`src/hw/table_access_pkg.sv`:
```
package table_access_pkg;
    // ------------------------------------------------------------
    // Widths
    // ------------------------------------------------------------
    localparam int PTR_W = 21;
    localparam int DATA_W = 8;
    localparam int INSTR_W = 16;
    localparam int HOLD_SEL_W = 3;
    localparam int HOLD_N = 8;
    // ------------------------------------------------------------
    // Encoding
    // ------------------------------------------------------------
    localparam logic [11:0] TABLE_PREFIX = 12'h000;
    localparam logic [1:0] OP_READ = 2'h2;
    localparam logic [1:0] OP_WRITE = 2'h3;
    localparam logic [1:0] MODE_NONE = 2'h0;
    localparam logic [1:0] MODE_POSTINC = 2'h1;
    localparam logic [1:0] MODE_POSTDEC = 2'h2;
    localparam logic [1:0] MODE_PREINC = 2'h3;
    // ------------------------------------------------------------
    // Reset values
    // ------------------------------------------------------------
    localparam logic [PTR_W-1:0] PTR_RESET = 21'h000000;
    localparam logic [DATA_W-1:0] LATCH_RESET = 8'h00;
    localparam logic [DATA_W-1:0] HOLD_RESET = 8'hFF;
    localparam logic [PTR_W-1:0] PTR_ONE = 21'h000001;
endpackage

```
`src/hw/table_read_write_exec.sv`:
```
// How it works
// - Opcode zero prefix, then 10, then two mode bits selects table read.
// - Post modes read old pointer then step; pre-increment steps then reads.
// - Table read loads addressed program byte into latch; flags untouched.
// - Pointer is a 21-bit byte address over two megabytes.
// - Pointer bit zero picks low (0) or high (1) byte of word.
// - Read takes two cycles: decode, then memory read and latch write.
// - Zero prefix, 11, mode bits selects table write; same pointer modes.
// - Write copies latch to holding register chosen by pointer low three bits.
// - Holding registers stage flash data; writes never touch program memory.
// - Write takes two cycles; second reads latch and writes holding register.
`timescale 1ns/1ps
`default_nettype none
module table_read_write_exec
    import table_access_pkg::*;
#(
    parameter int PTR_WIDTH = PTR_W
) (
    input wire logic ref_clk,
    input wire logic rst_b,
    input wire logic instrValid,
    input wire logic [INSTR_W-1:0] instrWord,
    input wire logic [INSTR_W-1:0] progWord,
    input wire logic ptrLoad,
    input wire logic [PTR_W-1:0] ptrLoadValue,
    input wire logic latchLoad,
    input wire logic [DATA_W-1:0] latchLoadValue,
    output logic busy,
    output logic [PTR_W-1:0] tablePointer,
    output logic [DATA_W-1:0] tableLatch,
    output logic [PTR_W-2:0] progWordAddr,
    output logic progRead,
    output logic [HOLD_N*DATA_W-1:0] holdingRegs,
    output logic holdWriteStrobe,
    output logic statusWrite
);
    // ------------------------------------------------------------
    // Decode
    // ------------------------------------------------------------
    typedef enum logic [2:0] {
        IDLE = 3'b001,
        READ_EXEC = 3'b010,
        WRITE_EXEC = 3'b100
    } phase_e;

    function automatic logic isTableOp(input logic [INSTR_W-1:0] w, input logic [1:0] op);
        isTableOp = (w[15:4] == TABLE_PREFIX) && (w[3:2] == op);
    endfunction

    function automatic logic [PTR_W-1:0] stepPtr(input logic [PTR_W-1:0] p,
                                                 input logic [1:0] m);
        unique case (m)
            MODE_POSTINC, MODE_PREINC: stepPtr = p + PTR_ONE;
            MODE_POSTDEC: stepPtr = p - PTR_ONE;
            MODE_NONE: stepPtr = p;
        endcase
    endfunction

    phase_e phase_q;
    logic [1:0] mode_q;
    logic [PTR_W-1:0] accessPtr;
    logic [PTR_W-1:0] issuePtr;
    logic startRead;
    logic startWrite;

    assign startRead = (phase_q == IDLE) && instrValid && isTableOp(instrWord, OP_READ);
    assign startWrite = (phase_q == IDLE) && instrValid && isTableOp(instrWord, OP_WRITE);
    // Pre-increment is applied in the decode cycle, so the pointer already moved
    assign accessPtr = tablePointer;
    // Read address follows a pre-increment taken on this same edge
    assign issuePtr = (startRead && instrWord[1:0] == MODE_PREINC) ?
        stepPtr(tablePointer, MODE_PREINC) : tablePointer;

    // ------------------------------------------------------------
    // Sequencer
    // ------------------------------------------------------------
    always_ff @(posedge ref_clk or negedge rst_b) begin
        if (!rst_b) begin
            phase_q <= IDLE;
            mode_q <= MODE_NONE;
        end else begin
            unique case (phase_q)
                IDLE: begin
                    mode_q <= instrWord[1:0];
                    if (startRead) begin
                        phase_q <= READ_EXEC;
                    end else if (startWrite) begin
                        phase_q <= WRITE_EXEC;
                    end
                end
                READ_EXEC, WRITE_EXEC: begin
                    phase_q <= IDLE;
                end
                default: phase_q <= IDLE;
            endcase
        end
    end

    always_ff @(posedge ref_clk or negedge rst_b) begin
        if (!rst_b) begin
            busy <= 1'b0;
        end else begin
            busy <= startRead || startWrite;
        end
    end

    // ------------------------------------------------------------
    // Pointer
    // ------------------------------------------------------------
    always_ff @(posedge ref_clk or negedge rst_b) begin
        if (!rst_b) begin
            tablePointer <= PTR_RESET;
        end else if ((startRead || startWrite) && instrWord[1:0] == MODE_PREINC) begin
            tablePointer <= stepPtr(tablePointer, MODE_PREINC);
        end else if (phase_q != IDLE && mode_q != MODE_PREINC) begin
            tablePointer <= stepPtr(tablePointer, mode_q);
        end else if (phase_q == IDLE && ptrLoad && !(startRead || startWrite)) begin
            // Load yields to a starting op, so the op sees the pointer it decoded
            tablePointer <= ptrLoadValue;
        end
    end

    // ------------------------------------------------------------
    // Program memory access
    // ------------------------------------------------------------
    // Address and strobe are registered, so the word returns in the execute cycle
    always_ff @(posedge ref_clk or negedge rst_b) begin
        if (!rst_b) begin
            progWordAddr <= '0;
            progRead <= 1'b0;
        end else begin
            progRead <= startRead;
            progWordAddr <= issuePtr[PTR_W-1:1];
        end
    end

    always_ff @(posedge ref_clk or negedge rst_b) begin
        if (!rst_b) begin
            tableLatch <= LATCH_RESET;
        end else if (phase_q == READ_EXEC) begin
            tableLatch <= accessPtr[0] ? progWord[15:8] : progWord[7:0];
        end else if (latchLoad) begin
            tableLatch <= latchLoadValue;
        end
    end

    // ------------------------------------------------------------
    // Holding registers
    // ------------------------------------------------------------
    // Only staging; programming of the array is started elsewhere
    genvar gi;
    generate
        for (gi = 0; gi < HOLD_N; gi++) begin : g_hold
            always_ff @(posedge ref_clk or negedge rst_b) begin
                if (!rst_b) begin
                    holdingRegs[gi*DATA_W +: DATA_W] <= HOLD_RESET;
                end else if (phase_q == WRITE_EXEC &&
                             accessPtr[HOLD_SEL_W-1:0] == HOLD_SEL_W'(gi)) begin
                    holdingRegs[gi*DATA_W +: DATA_W] <= tableLatch;
                end
            end
        end
    endgenerate

    always_ff @(posedge ref_clk or negedge rst_b) begin
        if (!rst_b) begin
            holdWriteStrobe <= 1'b0;
            statusWrite <= 1'b0;
        end else begin
            holdWriteStrobe <= (phase_q == WRITE_EXEC);
            statusWrite <= 1'b0;
        end
    end

    // ------------------------------------------------------------
    // Checks
    // ------------------------------------------------------------
    a_read_two_cycle: assert property (@(posedge ref_clk) disable iff (!rst_b)
        startRead |=> (phase_q == READ_EXEC) ##1 (phase_q == IDLE))
        else $error("read not two cycles");
    a_write_two_cycle: assert property (@(posedge ref_clk) disable iff (!rst_b)
        startWrite |=> (phase_q == WRITE_EXEC) ##1 holdWriteStrobe)
        else $error("write not two cycles");
    a_preinc_ptr: assert property (@(posedge ref_clk) disable iff (!rst_b)
        (startRead && instrWord[1:0] == MODE_PREINC && !ptrLoad) |=>
        tablePointer == $past(tablePointer) + PTR_ONE)
        else $error("pre-increment wrong");
    a_postinc_ptr: assert property (@(posedge ref_clk) disable iff (!rst_b)
        (startRead && instrWord[1:0] == MODE_POSTINC) |=> ##1
        tablePointer == $past(tablePointer, 2) + PTR_ONE)
        else $error("post-increment wrong");
    a_postdec_ptr: assert property (@(posedge ref_clk) disable iff (!rst_b)
        (startWrite && instrWord[1:0] == MODE_POSTDEC) |=> ##1
        tablePointer == $past(tablePointer, 2) - PTR_ONE)
        else $error("post-decrement wrong");
    a_latch_byte: assert property (@(posedge ref_clk) disable iff (!rst_b)
        (phase_q == READ_EXEC) |=>
        tableLatch == ($past(accessPtr[0]) ? $past(progWord[15:8]) : $past(progWord[7:0])))
        else $error("latch byte wrong");
    a_read_addr: assert property (@(posedge ref_clk) disable iff (!rst_b)
        (phase_q == READ_EXEC) |-> progRead && progWordAddr == accessPtr[PTR_W-1:1])
        else $error("read address wrong");
    a_hold_select: assert property (@(posedge ref_clk) disable iff (!rst_b)
        (phase_q == WRITE_EXEC) |=>
        holdingRegs[$past(accessPtr[HOLD_SEL_W-1:0])*DATA_W +: DATA_W] == $past(tableLatch))
        else $error("holding register wrong");
    a_no_status: assert property (@(posedge ref_clk) disable iff (!rst_b)
        !statusWrite)
        else $error("status written");
    a_preinc_write: assert property (@(posedge ref_clk) disable iff (!rst_b)
        (startWrite && instrWord[1:0] == MODE_PREINC) |=>
        tablePointer == $past(tablePointer) + PTR_ONE)
        else $error("write pre-increment wrong");
    a_postdec_read: assert property (@(posedge ref_clk) disable iff (!rst_b)
        (startRead && instrWord[1:0] == MODE_POSTDEC) |=> ##1
        tablePointer == $past(tablePointer, 2) - PTR_ONE)
        else $error("read post-decrement wrong");
    a_mode_none: assert property (@(posedge ref_clk) disable iff (!rst_b)
        ((startRead || startWrite) && instrWord[1:0] == MODE_NONE) |=> ##1
        tablePointer == $past(tablePointer, 2))
        else $error("pointer moved without mode");
    a_busy_exec: assert property (@(posedge ref_clk) disable iff (!rst_b)
        busy |-> (phase_q != IDLE))
        else $error("busy outside execute");
    a_read_strobe: assert property (@(posedge ref_clk) disable iff (!rst_b)
        progRead |-> (phase_q == READ_EXEC))
        else $error("memory read outside table read");
endmodule // table_read_write_exec
`default_nettype wire

```
`config.mk`:
```
export PLATFORM = sky130hd
export DESIGN_NAME = table_read_write_exec
export DESIGN_NICKNAME = d
export VERILOG_FILES = /design/src/hw/table_access_pkg.sv /design/src/hw/table_read_write_exec.sv
export SDC_FILE = /design/constraint.sdc
export NUM_CORES = 1
export LEC_CHECK = 0
export ABC_AREA = 0
export ABC_CLOCK_PERIOD_IN_PS = 6400
export BUFFER_PORTS_ARGS = -buffer_cell sky130_fd_sc_hd__buf_2
export CORE_MARGIN = 1
export CORE_UTILIZATION = 45
export CTS_BUF_LIST = sky130_fd_sc_hd__clkbuf_4
export DETAILED_ROUTE_END_ITERATION = 8
export PLACE_DENSITY = 0.68
export SETUP_SLACK_MARGIN = 0.15
export SYNTH_ARGS = -nofsm -noshare
export SYNTH_HDL_FRONTEND = slang
export SYNTH_SLANG_ARGS = --single-unit
```
`constraint.sdc`:
```
create_clock -name ref_clk -period 6.4 [get_ports ref_clk]
set_input_delay 0.32 -clock ref_clk [delete_from_list [all_inputs] [get_ports ref_clk]]
set_output_delay 0.32 -clock ref_clk [all_outputs]
set_load 0.05 [all_outputs]
```
==> results of run 1 <==
## through the flow
step | cell area (sq um) | worst slack (ns) | total power [uW] | instances
after floorplan | 6220 | 3.10 | 1060 | 579
after global placement | 7210 | 3.26 | 1160 | 903
after detailed placement | 7210 | 3.17 | 1160 | 903
after CTS | 7500 | 3.13 | 1670 | 939
after global routing | 7510 | 2.98 | 1730 | 940
final | 7510 | 3.10 | 1650 | 940
## state kept, by name, indices dropped and copies added (netlist names)
name             flops
holdingRegs         64
tablePointer        21
progWordAddr        20
tableLatch           8
phase_q              3
mode_q               2
busy                 1
holdWriteStrobe      1
progRead             1
## kinds of logic (layout without fill, tap and decap cells)
kind of cell	after synthesis	count (layout)	share of synthesized area (%)
other	1	2	0.0603
multiplexers	78	78	13.8
AND/OR/NAND/NOR	191	191	15.8
XOR/XNOR	25	25	3.52
flip-flops	121	121	50.0
adder cells (fa/ha/maj)	7	7	1.41
buffers and inverters	43	227	3.18
AO/OA/AOI/OAI	113	113	12.2
## power breakdown
group / switching [uW] / total, uW / leakage, uW / internal [uW]
clock network: 303 / 500 / 0.000140 / 198
logic: 203 / 292 / 0.00202 / 89.2
registers: 64.6 / 862 / 0.00134 / 797
## final timing paths
check                                  startpoint  slack (ns)          endpoint  depth (start not counted)
worst max register to register    tablePointer[0]        3.10  tablePointer[16]                          8
worst max-delay path              tablePointer[0]        3.10  tablePointer[16]                          8
min in group asynchronous                   rst_b        0.24   holdWriteStrobe                          2
max in group asynchronous                   rst_b        4.71   progWordAddr[2]                          3
worst min register to register   tablePointer[20]        0.58  progWordAddr[19]                          1
worst min-delay path            latchLoadValue[3]        0.04     tableLatch[3]                          3
## Yosys cell counts, drive strengths merged (6+ instances only)
| cell | count |
|---|---|
| dfstp | 65 |
| mux2 | 64 |
| dfrtp | 56 |
| nand2 | 54 |
| nor2 | 31 |
| a21oi | 27 |
| clkbuf | 25 |
| o21ai | 24 |
| nor3 | 19 |
| xnor2 | 19 |
| a211oi | 14 |
| mux2i | 14 |
| nand3 | 14 |
| buf | 13 |
| nor2b | 11 |
| and3 | 10 |
| nor4 | 10 |
| nand4 | 8 |
| ha | 7 |
| a31oi | 6 |
| or4 | 6 |
| xor2 | 6 |
## layer usage
layer  share of wire, %  track usage (%)
met5                  0                0
met4                2.2             10.5
met3                6.9             5.66
met2                 49             41.5
met1                 42             33.1
## area by class of cell
type | instances | area [sq um] | area share [%]
repair buffers | 191 | 996 | 13.3
inverters | 5 | 18.8 | 0.250
clock inverters | 12 | 101 | 1.35
flip-flops and latches | 121 | 3110 | 41.4
clock buffers | 19 | 143 | 1.90
diodes | 1 | 2.50 | 0.0333
multi-input cells | 415 | 2920 | 38.9
well taps | 176 | 220 | 2.93
## tightest hold or removal path, stage by stage
cell and delay [ns]:
buf_2 0.08, a211oi_1 0.05, a21oi_1 0.11
## layout by cell type (no fill, tap or decap), types with 11 or more instances in the layout
cell and instances:
buf_2 180, dfstp_2 65, mux2_2 64, dfrtp_1 56, nand2_1 54, nor2_1 31, a21oi_1 27, o21ai_0 20
xnor2_1 19, nor3_1 19, clkbuf_4 19, nand3_1 14, mux2i_1 14, a211oi_1 14, nor2b_1 11
## repair_timing
action                                 4_1_cts  5_1_grt
hold buffers                                 5        0
setup endpoints to repair                    0        0
gates resized for setup                      0        0
endpoints found under the hold margin       38        0
==> impl_metrics.yaml, run 1 <==
flow_run:
  maxCapViolCount: 0
setup_path:
  critPathMaxStageDelay_ns: 0.67
  path_cells: "inv_1 -> ha_1 -> or3b_2 -> or3_1 -> or4_1 -> mux2i_1 -> a31oi_1 -> o2bb2a_4"
  arrival_ns: 3.77
  path_class: "flop to flop"
  crit_required_ns: 6.87
  critPathLaunchType: "flop"
  path_buf_inv: 1
  crit_family: "simple AND/OR/NAND/NOR gates"
  crit_path_max_fanout: 16
  cp-end-kind: "flop"
  cpMaxStageDelayCell: "dfrtp_1"
drt:
  wl_mm: 17.9
  avgRoutedWirePerCell_um: 19.1
  ant_nets: 0
  routed_via_density: 5.74
  vias: 5398
  drtPass1Iterations: 5
  drcViolationCount: 0
  first_iter_violations: 473
clock_tree:
  clk_latency_ns: 0.56
  clock_path_buffers: 2
  cts_tree: "built"
  htreeDepth: 4
  clk_pin_slew_ns: 0.12
  cts_root_buffer: "clkbuf_4"
  clock-sinks: 121
  post-cts-setup-buffers: 0
  cts_buffers: 17
sta:
  period_needed_ns: 3.30
  tns_ns: 0
  relSlewSlack_pct: 31.0
  period_share_pct: 51.6
  worstMarginPinSlew_ns: 1.03
  hold-worst-slack_ns: 0.0436
  rsz0062_at_grt: "false"
  slew_violations: 0
  max_freq_mhz: 303
  skew_ns: 0.0171
  setup_viol: 0
  hold_viol_final: 0
hold_path:
  hold_path.class: "primary input to flop"
floorplan:
  coreArea_sq_um: 13300
  die_h_um: 120
  initial_utilization_pct: 46.6
  die_x_um: 120
  placementRows: 42
  io_pins: 183
  dieArea_sq_um: 14300
finish:
  final_nets: 824
  fin_util_pct: 56.2
  fill_cells: 1223
  syn_to_final_growth_pct: 20.7
  drive_gt1_share_pct: 46.3
placement:
  port_buffers: 181
  dpl.hpwl_mm: 12.7
  place_congestion: 0.918
synth:
  synth_edf_count: 0
  synth_warnings: 0
  synth.top_cell.area_share_pct: 27.5
  synth_top_area_cell: "dfstp_2"
  synth.area.top_cells: "dfstp_2, dfrtp_1, mux2_2, nand2_1, xnor2_1"
  async_reset_ff_share_pct: 100
  synth_seq_cells: 121
  syn_nets: 652
  syn_inst: 579
  avgSynthCellArea_sq_um: 10.7
  syn_area_sq_um: 6220
  ys_types: 61
  ys.flop_type: "dfstp_2"
  seq_area_frac_synth_pct: 50.0
grt:
  antenna_found_initial: 1
  grt_overflow: 0
  grt_pass1_vias: 5137
  grt_pass1_wl_mm: 27.5
  grt_max_degree: 87
  track_usage_pct: 25.6
power:
  vdd_drop_max_uv: 103
  power_density_nw_per_um2: 220
  p_leak_uw: 0.00349
outcome:
  status: "finished, final reports clean"
(Power assumes the default switching activity.)
==> run 2: changes to the inputs <==
- ABC_CLOCK_PERIOD_IN_PS: 6400 -> 3300
- clock period: 6.4 -> 3.3 ns (I/O delays scaled with it)
==> impl_metrics.yaml, run 2 (synthesis gave the netlist of run 1 again) <==
outcome:
  status: "finished, final reports clean"
setup_path:
  path_cells: "inv_1 -> ha_1 -> or3b_2 -> or3_1 -> or4_1 -> mux2i_1 -> a31oi_1 -> o2bb2a_4"
  endpoint: "tablePointer[16]"
  path_buf_inv: 1
  critPathLaunchType: "flop"
  crit_required_ns: 3.76
  crit_family: "simple AND/OR/NAND/NOR gates"
  arrival_ns: 3.42
  crit_path_max_fanout: 9
  cp_num_cells: 8
  cp-end-kind: "flop"
  critPathMaxStageDelay_ns: 0.52
  path_class: "flop to flop"
  setup.worst_path.start: "tablePointer[1]"
  worstReg2RegStart: "tablePointer[1]"
  r2r_end: "tablePointer[16]"
  cpMaxStageDelayCell: "or3_1"
  r2r_cells: 8
  r2r_slack_ns: 0.34
floorplan:
  placementRows: 42
  die_x_um: 120
  dieArea_sq_um: 14300
  io_pins: 183
  die_h_um: 120
  coreArea_sq_um: 13300
  initial_utilization_pct: 46.6
clock_tree:
  cts_tree: "built"
  cts_resized: 0
  cts_buffers: 17
  cts_root_buffer: "clkbuf_4"
  post-cts-setup-buffers: 0
  clock_path_buffers: 2
  clock-sinks: 121
  htreeDepth: 4
  clk_pin_slew_ns: 0.12
  clk_latency_ns: 0.55
grt:
  track_usage_pct: 26.5
  grt_max_degree: 81
  grt_overflow: 0
  grt_pass1_vias: 5405
  grt_pass1_wl_mm: 28.8
  antenna_found_initial: 2
sta:
  period_needed_ns: 2.96
  relSlewSlack_pct: 35.3
  max_freq_mhz: 338
  rsz0062_at_grt: "false"
  skew_ns: 0.0124
  setup_viol: 0
  tns_ns: 0
  slew_violations: 0
  worstMarginPinSlew_ns: 0.966
  hold_viol_final: 0
  period_share_pct: 89.6
finish:
  fin_util_pct: 59.2
  fill_cells: 1168
  multi_input_area_sq_um: 2920
  largest_register_ffs: 64
  register_area_sq_um: 3110
  final_nets: 861
  drive_gt1_share_pct: 45.3
  regMostFlops: "holdingRegs"
  final_cell_mix: "buf_2, dfstp_2, mux2_2"
  layout_commonest_cell: "buf_2"
  syn_to_final_growth_pct: 27.2
  reg.largest.list: "holdingRegs (64), tablePointer (21), progWordAddr (20)"
placement:
  place_congestion: 0.899
  dpl.hpwl_mm: 12.9
  port_buffers: 181
power:
  p_int_uw: 2210
  switching_share_pct: 33.9
  p_switching_uw: 1140
  pwr-share-seq_pct: 49.4
  vdd_drop_max_uv: 226
  combPwrFrac_pct: 18.7
  power_density_nw_per_um2: 424
  p_leak_uw: 0.00368
  power.share.clock_pct: 31.9
drt:
  drtPass1Iterations: 5
  vias: 5513
  first_iter_violations: 444
  ant_nets: 0
  drcViolationCount: 0
  routed_via_density: 5.64
  wl_mm: 18.3
  avgRoutedWirePerCell_um: 18.7
hold_path:
  hold_path.class: "primary input to flop"
flow_run:
  maxCapViolCount: 0
-- run 2: changes by cell type in the layout (fill, tap and decap cells not counted), moves of 2 or more --
cell	previous run	this run
clkinv_4	1	3
dlygate4sd3_1	5	33
clkinv_2	4	2
inv_4	3	1
inv_6	1	3
buf_4	6	14
-- run 2: power groups by stage --
stage | Combinational [uW] | Clock (uW) | Sequential (uW)
after global placement | 582 | 0 | 1670
after detailed placement | 589 | 0 | 1680
after floorplan | 230 | 0 | 1840
final | 626 | 1070 | 1660
after CTS | 626 | 1090 | 1660
after global routing | 667 | 1170 | 1670
-- run 2: cell type report --
type,count,share of cell area [%]
Tap cell,176,2.78
Timing Repair Buffer,228,17.2
Antenna cell,1,0.0316
Clock buffer,18,1.71
Clock inverter,14,1.87
Inverter,5,0.237
Sequential cell,121,39.3
Multi-Input combinational cell,415,36.9
-- run 2: worst reg2reg max path: cells and delay by family, from the launching register on --
kind                       cells  cell delay [ns]
buffers and inverters          1             0.19
AOI/OAI and AO/OA              2             0.35
and+or+nand+nor                3             1.45
DFF                            1             0.49
muxes                          1             0.18
adders and majority gates      1             0.20
-- run 2: metrics by stage --
| step | worst slack, ns | cell area [sq um] | hold slack (ns) | instances | total power, uW |
|---|---|---|---|---|---|
| 6_report | 0.342 | 7910 | 0.0486 | 978 | 3350 |
| 5_1_grt | 0.170 | 7910 | 0.0100 | 978 | 3500 |
| 4_1_cts | 0.367 | 7910 | 0.0158 | 977 | 3370 |
| 3_5_place_dp | 0.391 | 7290 | 0.218 | 912 | 2270 |
| 3_3_place_gp | 0.471 | 7290 | 0.205 | 912 | 2260 |
| 2_1_floorplan | 0.223 | 6220 | -0.131 | 579 | 2070 |
-- run 2: repair_timing --
item                       in CTS  in global routing
hold buffers                   33                  0
setup endpoints to repair       0                  0
hold endpoints to repair       67                  0
-- run 2: worst min-delay path by stage --
| stage | to | cells past startpoint | startpoint |
|---|---|---|---|
| final | tablePointer[15] | 4 | ptrLoadValue[15] |
| after global routing | tablePointer[11] | 4 | ptrLoadValue[11] |
| after CTS | tablePointer[17] | 4 | ptrLoadValue[17] |
| after detailed placement | holdWriteStrobe | 1 | rst_b |
| after global placement | busy | 1 | rst_b |
| after floorplan | busy | 0 | rst_b |
-- run 2: routing by layer --
metal	routed length [um]	track usage [%]
met4	314	9.77
met3	1340	6.32
met2	8810	41.8
met5	10	0
met1	7780	35.5
